--- config.mk ---
export PLATFORM = sky130hd
export DESIGN_NAME = capc_regs
export DESIGN_NICKNAME = d
export VERILOG_FILES = /design/src/logic/capc_pkg.sv /design/src/logic/capc_regs.sv
export SDC_FILE = /design/constraint.sdc
export NUM_CORES = 1
export LEC_CHECK = 0
export ABC_AREA = 1
export BUFFER_PORTS_ARGS = -buffer_cell sky130_fd_sc_hd__buf_4
export CAP_MARGIN = 20
export CORE_UTILIZATION = 62
export CTS_CLUSTER_SIZE = 20
export DETAILED_ROUTE_END_ITERATION = 8
export PLACE_DENSITY_LB_ADDON = 0.2
export SYNTH_ARGS = -nofsm -noshare
export SYNTH_HDL_FRONTEND = slang
export SYNTH_SLANG_ARGS = --single-unit
--- constraint.sdc ---
create_clock -name CLK -period 5.5 [get_ports CLK]
set_input_delay 0.825 -clock CLK [delete_from_list [all_inputs] [get_ports CLK]]
set_output_delay 0.825 -clock CLK [all_outputs]
set_load 0.005 [all_outputs]
--- src/logic/capc_pkg.sv ---
// shared constants for the adc enable and protection option registers
package capc_pkg;

  // register command codes
  localparam logic [7:0]  ADDR_ADC_CTRL   = 8'h35;
  localparam logic [7:0]  ADDR_PROT_OPT4  = 8'h36;

  // values after reset
  localparam logic [15:0] ADC_CTRL_RST    = 16'h2000;
  localparam logic [15:0] PROT_OPT4_RST   = 16'h0048;
  // writable bits of the protection register, status bits excluded
  localparam logic [15:0] PROT_OPT4_WMASK = 16'hfefc;

  // field positions in the protection register
  localparam int UVP_LSB       = 13;
  localparam int DITH_LSB      = 11;
  localparam int NOHIC_BIT     = 10;
  localparam int HOT_PROF_BIT  = 9;
  localparam int HOT_FLAG_BIT  = 8;
  localparam int DEG_LSB       = 6;

  // threshold and dither decode
  localparam logic [13:0] UV_BASE_MV     = 14'h0960;  // 2400 mV
  localparam logic [13:0] UV_STEP_MV     = 14'h0320;  // 800 mV per step
  localparam logic [2:0]  DITH_STEP_PCT  = 3'h2;      // 2 % per step
  localparam logic [2:0]  FAIL_LIMIT     = 3'h7;      // failed restarts before latch-off

  // times in their own units
  localparam real CLK_PERIOD_NS    = 4.0;
  localparam real DEG0_US          = 100.0;
  localparam real DEG1_MS          = 1.6;
  localparam real DEG2_MS          = 6.0;
  localparam real DEG3_MS          = 12.0;
  localparam real CONV_MS          = 25.0;
  localparam real FAIL_WINDOW_S    = 90.0;
  localparam real HICCUP_OFF_MS    = 10.0;
  localparam real RESTART_CHECK_MS = 1.0;

  // cycle counts: least times round up, longest times round down
  localparam longint DEG0_CYC    = longint'($ceil(DEG0_US * 1.0e3 / CLK_PERIOD_NS));
  localparam longint DEG1_CYC    = longint'($ceil(DEG1_MS * 1.0e6 / CLK_PERIOD_NS));
  localparam longint DEG2_CYC    = longint'($ceil(DEG2_MS * 1.0e6 / CLK_PERIOD_NS));
  localparam longint DEG3_CYC    = longint'($ceil(DEG3_MS * 1.0e6 / CLK_PERIOD_NS));
  localparam longint CONV_CYC    = longint'($floor(CONV_MS * 1.0e6 / CLK_PERIOD_NS));
  localparam longint WINDOW_CYC  = longint'($floor(FAIL_WINDOW_S * 1.0e9 / CLK_PERIOD_NS));
  localparam longint HIC_OFF_CYC = longint'($ceil(HICCUP_OFF_MS * 1.0e6 / CLK_PERIOD_NS));
  localparam longint CHECK_CYC   = longint'($ceil(RESTART_CHECK_MS * 1.0e6 / CLK_PERIOD_NS));

  // converter restart policy states
  typedef enum logic [1:0] {
    CAPC_RUN,
    CAPC_OFF,
    CAPC_RETRY,
    CAPC_LATCHED
  } capc_state_t;

endpackage

--- src/logic/capc_regs.sv ---
// adc channel enables, under-voltage hiccup policy, dither, hot profile and deglitch
`timescale 1ns/1ns
`default_nettype none
module capc_regs
  import capc_pkg::*;
#(
  // deglitch counts, indexed by the filter time code
  parameter logic [3:0][23:0] DEG_CYCLES = {24'(capc_pkg::DEG3_CYC), 24'(capc_pkg::DEG2_CYC),
                                            24'(capc_pkg::DEG1_CYC), 24'(capc_pkg::DEG0_CYC)},
  parameter logic [23:0] CONV_CYCLES    = 24'(capc_pkg::CONV_CYC),
  parameter logic [35:0] WINDOW_CYCLES  = 36'(capc_pkg::WINDOW_CYC),
  parameter logic [35:0] HIC_OFF_CYCLES = 36'(capc_pkg::HIC_OFF_CYC),
  parameter logic [35:0] CHECK_CYCLES   = 36'(capc_pkg::CHECK_CYC)
) (
  input  wire logic        CLK,
  input  wire logic        RSTN,
  input  wire logic [7:0]  REG_ADDR,
  input  wire logic        REG_WR,
  input  wire logic [15:0] REG_WDATA,
  input  wire logic        REG_RD,
  output var  logic [15:0] REG_RDATA,
  output var  logic        REG_RVALID,
  input  wire logic        LOW_POWER,
  input  wire logic        SYS_UV_DET,
  input  wire logic        VAP_DET,
  input  wire logic        DCHG2_CMP,
  output var  logic        CONVERTER_ON,
  output var  logic        CONVERTER_LATCHED,
  output var  logic [13:0] UV_THRESH_MV,
  output var  logic [2:0]  DITHER_PCT,
  output var  logic        PROCESSOR_HOT_ALERT,
  output var  logic        DCHG2_ALERT,
  output var  logic        ADC_BUSY,
  output var  logic [2:0]  ADC_CHANNEL,
  output var  logic        ADC_SAMPLE
);
  import capc_pkg::*;

  typedef struct packed {
    logic [15:0] adc;
    logic [15:0] opt;
    logic [15:0] rdata;
    logic        rvalid;
    logic [2:0]  uv_s;
    logic [2:0]  vap_s;
    logic [2:0]  dcmp_s;
    logic        uv_q;
    logic        vap_q;
    logic        dcmp_q;
    capc_state_t st;
    logic [35:0] tmr;
    logic [2:0]  fails;
    logic        win_act;
    logic [35:0] win_tmr;
    logic        conv_on;
    logic [13:0] uv_mv;
    logic [2:0]  dith;
    logic        hot;
    logic [23:0] deg_cnt;
    logic        dalert;
    logic        busy;
    logic [2:0]  ch;
    logic [23:0] scan_tmr;
    logic        sample;
    logic        latched;
  } capc_state_s_t;

  capc_state_s_t s_r;
  capc_state_s_t s_nxt;
  logic [23:0]   deg_lim;
  logic          hot_set;
  logic          opt_rd;
  logic [2:0]    nch;

  // next enabled channel above cur, wrapping, battery voltage first
  function automatic logic [2:0] next_ch(input logic [7:0] en, input logic [2:0] cur);
    logic [2:0] c;
    logic       hit;
    c = cur;
    hit = 1'b0;
    for (int i = 1; i <= 8; i++) begin
      if (!hit && en[3'(cur + 3'(i))]) begin
        c = 3'(cur + 3'(i));
        hit = 1'b1;
      end
    end
    return c;
  endfunction

  always_comb begin
    s_nxt = s_r;
    deg_lim = DEG_CYCLES[1];
    nch = next_ch(s_r.adc[7:0], s_r.ch);
    // synchronisers: a level counts once second and third stages agree
    s_nxt.uv_s   = {s_r.uv_s[1:0], SYS_UV_DET};
    s_nxt.vap_s  = {s_r.vap_s[1:0], VAP_DET};
    s_nxt.dcmp_s = {s_r.dcmp_s[1:0], DCHG2_CMP};
    if (s_r.uv_s[1] == s_r.uv_s[2]) s_nxt.uv_q = s_r.uv_s[2];
    if (s_r.vap_s[1] == s_r.vap_s[2]) s_nxt.vap_q = s_r.vap_s[2];
    if (s_r.dcmp_s[1] == s_r.dcmp_s[2]) s_nxt.dcmp_q = s_r.dcmp_s[2];

    // register writes; status bits are not writable
    if (REG_WR && REG_ADDR == ADDR_ADC_CTRL) begin
      s_nxt.adc = REG_WDATA;
    end else if (REG_WR && REG_ADDR == ADDR_PROT_OPT4) begin
      s_nxt.opt = (REG_WDATA & PROT_OPT4_WMASK) | (s_r.opt & ~PROT_OPT4_WMASK);
    end

    // register reads answer one cycle later, unmapped codes read zero
    opt_rd = REG_RD && REG_ADDR == ADDR_PROT_OPT4;
    s_nxt.rvalid = REG_RD;
    if (REG_RD && REG_ADDR == ADDR_ADC_CTRL) begin
      s_nxt.rdata = s_r.adc;
    end else if (opt_rd) begin
      s_nxt.rdata = s_r.opt;
    end else begin
      s_nxt.rdata = 16'h0000;
    end

    // hot status: set wins over the clear by read
    hot_set = s_r.vap_q && s_r.opt[HOT_PROF_BIT];
    if (opt_rd && s_r.opt[HOT_FLAG_BIT]) s_nxt.opt[HOT_FLAG_BIT] = 1'b0;
    if (hot_set) s_nxt.opt[HOT_FLAG_BIT] = 1'b1;
    s_nxt.hot = hot_set;

    // decoded settings follow the register copy being written
    s_nxt.uv_mv = UV_BASE_MV + 14'(s_nxt.opt[UVP_LSB +: 3]) * UV_STEP_MV;
    s_nxt.dith  = 3'(s_nxt.opt[DITH_LSB +: 2]) * DITH_STEP_PCT;

    // discharge limit2 deglitch: comparator must hold for the full time
    case (s_r.opt[DEG_LSB +: 2])
      2'h0: deg_lim = DEG_CYCLES[0];
      2'h1: deg_lim = DEG_CYCLES[1];
      2'h2: deg_lim = DEG_CYCLES[2];
      default: deg_lim = DEG_CYCLES[3];
    endcase
    if (!s_r.dcmp_q) begin
      s_nxt.deg_cnt = 24'h000000;
      s_nxt.dalert = 1'b0;
    end else if (s_r.deg_cnt >= deg_lim - 24'h000001) begin
      s_nxt.dalert = 1'b1;
    end else begin
      s_nxt.deg_cnt = s_r.deg_cnt + 24'h000001;
    end

    // failure window: count expires after the window closes
    if (s_r.win_act && s_r.st != CAPC_LATCHED) begin
      if (s_r.win_tmr == WINDOW_CYCLES - 36'h1) begin
        s_nxt.win_act = 1'b0;
        s_nxt.fails = 3'h0;
      end else begin
        s_nxt.win_tmr = s_r.win_tmr + 36'h1;
      end
    end

    // restart policy after an under-voltage event
    s_nxt.tmr = s_r.tmr + 36'h1;
    case (s_r.st)
      CAPC_RUN: begin
        s_nxt.tmr = 36'h0;
        if (s_r.uv_q) begin
          s_nxt.conv_on = 1'b0;
          if (s_r.opt[NOHIC_BIT]) begin
            s_nxt.st = CAPC_LATCHED;
          end else begin
            s_nxt.st = CAPC_OFF;
          end
        end
      end
      CAPC_OFF: begin
        if (s_r.tmr == HIC_OFF_CYCLES - 36'h1) begin
          s_nxt.st = CAPC_RETRY;
          s_nxt.conv_on = 1'b1;
          s_nxt.tmr = 36'h0;
        end
      end
      CAPC_RETRY: begin
        if (s_r.tmr == CHECK_CYCLES - 36'h1) begin
          s_nxt.tmr = 36'h0;
          if (s_r.uv_q) begin
            // a restart that still sees under-voltage is a failure
            s_nxt.fails = s_nxt.fails + 3'h1;
            s_nxt.conv_on = 1'b0;
            if (!s_nxt.win_act) begin
              s_nxt.win_act = 1'b1;
              s_nxt.win_tmr = 36'h0;
            end
            if (s_nxt.fails == FAIL_LIMIT) begin
              s_nxt.st = CAPC_LATCHED;
            end else begin
              s_nxt.st = CAPC_OFF;
            end
          end else begin
            s_nxt.st = CAPC_RUN;
          end
        end
      end
      default: begin
        // latched off until power-on reset
        s_nxt.conv_on = 1'b0;
        s_nxt.tmr = 36'h0;
      end
    endcase

    // latch-off indication kept in its own flop so the pin is not decoded logic
    s_nxt.latched = (s_nxt.st == CAPC_LATCHED);

    // adc scan: one enabled channel at a time, fixed order
    s_nxt.sample = 1'b0;
    if (LOW_POWER || s_r.adc[7:0] == 8'h00) begin
      s_nxt.busy = 1'b0;
      s_nxt.scan_tmr = 24'h000000;
      s_nxt.ch = 3'h7;
    end else if (!s_r.busy) begin
      s_nxt.busy = 1'b1;
      s_nxt.ch = nch;
      s_nxt.scan_tmr = 24'h000000;
    end else if (s_r.scan_tmr >= CONV_CYCLES - 24'h000001) begin
      s_nxt.sample = 1'b1;
      s_nxt.ch = nch;
      s_nxt.scan_tmr = 24'h000000;
    end else begin
      s_nxt.scan_tmr = s_r.scan_tmr + 24'h000001;
    end
  end

  // single state register; reset takes constants only
  always_ff @(posedge CLK or negedge RSTN) begin
    if (!RSTN) begin
      s_r <= '0;
      s_r.adc <= ADC_CTRL_RST;
      s_r.opt <= PROT_OPT4_RST;
      s_r.st <= CAPC_RUN;
      s_r.conv_on <= 1'b1;
      s_r.uv_mv <= UV_BASE_MV;
      s_r.ch <= 3'h7;
    end else begin
      s_r <= s_nxt;
    end
  end

  // outputs straight from the state register
  assign REG_RDATA           = s_r.rdata;
  assign REG_RVALID          = s_r.rvalid;
  assign CONVERTER_ON        = s_r.conv_on;
  assign CONVERTER_LATCHED   = s_r.latched;
  assign UV_THRESH_MV        = s_r.uv_mv;
  assign DITHER_PCT          = s_r.dith;
  assign PROCESSOR_HOT_ALERT = s_r.hot;
  assign DCHG2_ALERT         = s_r.dalert;
  assign ADC_BUSY            = s_r.busy;
  assign ADC_CHANNEL         = s_r.ch;
  assign ADC_SAMPLE          = s_r.sample;
endmodule
`default_nettype wire

==> results.md <==
* Vias at 10000
* Root buffer cell: clkbuf_16
* Area contributors post-synth: dfrtp_1 (40%), nand2_1 (8.9%), inv_1 (5.3%)
* Crit end category: flop
* Total GRT Usage at 27.4%
* Commonest non-fill, non-tap cell in the layout: nand2_1
* Share of post-route cells with drive strength above 1 at 11.9%
* Vias in the first global route at 9401
* Pwr Total at 4.12 mW
* Drt drc at 0
* Unrepaired setup endpoints after global routing: no
* Clk Latency, worst-skew pair at 0.52 ns
* Avg WL per Cell at 14.5 um
* GPL Wtd Cong at 0.946
* Top_reg_cell synth: dfrtp_1
* Post_cts resized at 0
* Endpoints failing setup at 0
* Avg Vias per Cell at 5.56
* Count of pins over their slew limit at 0
* Post-CTS Hold Buffers at 0
* Outcome: complete, no violations
* Max_cap viols at 0
* Total placed cells including tap cells at 1764
* Post-CTS Setup Bufs at 0
* Post-Route Utilization at 70.1%
* CP Class: in -> reg
* Clock transition at path regs at 0.06 ns
* Number of synthesized flops with an enable pin at 0
* Die area at 19800 um2
* Worst VDD drop at 0.292 mV
* Number of buffers created by CTS at 23
* Startpoint types: input port
* Input/output buffers at 68
* Skew final at 0.0112 ns
* Syn avg cell area at 8.01 um2
* H-tree depth at 1
* Finished Layout Cells at 1806
* Post-synthesis register bit count at 203
* Synth Area in Simple Gates at 30.5%
* Syn Std Cell Area at 12000 um2
* Hold crit path type: reg -> reg
* Routed WL at 26200 um
* Fmax at 284 MHz
* Global route total overflow at 0
* Largest family of logic cells by synthesized area: simple AND/OR/NAND/NOR gates
* Worst EP arrival at 3.96 ns
* Final Hold Slack at 0.347 ns
* Final Hold Vio Count at 0
* Mapped Cells at 1492
* DRT Pass-1 Iters at 6
* Yosys top cell area share at 40.2%
* Clk buf depth at 3
* Synth Area in Adders at 5.28%
* Worst Max-Slew Pin Slew at 0.958 ns
* Yosys top cell by area: dfrtp_1
* Pin count of the biggest net entering global routing at 122
* Tmin final at 3.52 ns
* Static Leak at 6.03 nW
* Async set-or-reset flop fraction in the synthesized netlist at 100%
* Antenna Cells at 0
* Tcrit/Tclk final at 64.0%
* Fraction of synthesized area in multiplexers at 0.0942%
* Crit-path max FO at 21
* Xor/xnor share of the synthesized area at 4.98%
* WP data required at 5.94 ns
* NumNets Final at 1609
* First-pass GRT wire length at 44600 um
* Core Region at 18800 um2
* Initial DRC count at 877
* Starting Density at 63.5%
* Detail Route Antenna Nets at 0
* Num rows at 50
* Pwr/cell area at 312 nW/um2
* Area Overhead vs Synth at 10.4%
* Post-route setup TNS at 0 ns
* Synth Area in Compound Gates at 7.33%
* Cell variety after synth at 53
* Register area share after synthesis at 42.6%
* Die W at 141 um
* CTS tree: yes
* Initial antenna violation count at 0
* Commonest cells after routing, fill and taps aside: nand2_1 (283), dfrtp_1 (192), inv_1 (169), nor2_1 (169), nand3_1 (112)
* Slew headroom at 36.0%
* Clock sinks at 203
* YS warnings at 0
* Hpwl dp at 18600 um
* Die height at 141 um
* I/O pin total at 75
through the flow:
stage,setup slack (ns),cell area (um2)
after floorplan,2.43,12000
after global placement,1.69,12400
after detailed placement,1.49,12400
after CTS,2.02,13200
after global routing,1.79,13200
final,1.98,13200
logic make-up after synthesis:
kind of cell / count (synthesis)
muxes: 1
buffers and inverters: 248
and+or+nand+nor: 771
AOI/OAI and AO/OA: 149
adders and majority gates: 51
DFF: 203
xor gates and xnor gates: 68
other: 1
synthesized netlist by cell type, types with 23 or more instances:
cell,instances
nor4_1,23
nand3_1,112
buf_4,39
nand4_1,56
nor3_1,54
nand2_1,283
o21ai_0,54
xor2_1,53
nor2_1,169
ha_1,48
dfrtp_1,192
inv_1,169
a21oi_1,44
final cells by class:
cell class                      instances  area, um2
Clock inverter                          7       91.3
Timing Repair Buffer                   72        547
Inverter                              182        686
Sequential cell                       203       5090
Clock buffer                           35        671
Fill cell                            1474       5640
Tap cell                              260        325
Multi-Input combinational cell       1047       5780
where the power goes:
part	switching (mW)	internal (mW)	leakage, nW
clock network	0.601	0.933	0.372
logic	0.629	0.306	2.95
registers	0.0816	1.57	2.71
worst paths after layout:
kind	depth (start not counted)	slack, ns	endpoint	from
hold / removal	0	0.35	s_nxt[160]	s_nxt[159]
max in group asynchronous	2	3.90	s_r[187]	RSTN
setup reg to reg	11	2.11	s_r[40]	s_r[187]
hold reg to reg	0	0.35	s_nxt[160]	s_nxt[159]
min in group asynchronous	1	0.47	s_r[97]	RSTN
setup / recovery	11	1.98	UV_THRESH_MV[12]	REG_ADDR[7]
worst max-delay path, stage by stage:
cell	delay, ns
buf_4	0.11
nor3_1	0.31
nand3_1	0.61
o21ai_0	0.74
inv_1	0.18
ha_1	0.32
inv_1	0.04
ha_1	0.19
ha_1	0.31
a21oi_1	0.16
xor2_1	0.17
routing by layer:
metal	track usage [%]	up-vias	wire, um
met1	39.6	4708	12200
met5	0	-	0
li1	-	4975	-
met2	43.2	305	12000
met4	7.55	0	531
met3	4.01	47	1450
flip-flops by register name, summed over array words and instances (netlist names), 3 cells and up:
signal and cells:
UV_THRESH_MV 9, s_nxt 6, ADC_CHANNEL 3, REG_RDATA 16
s_r 161
Power figures use the tool's default switching activity.
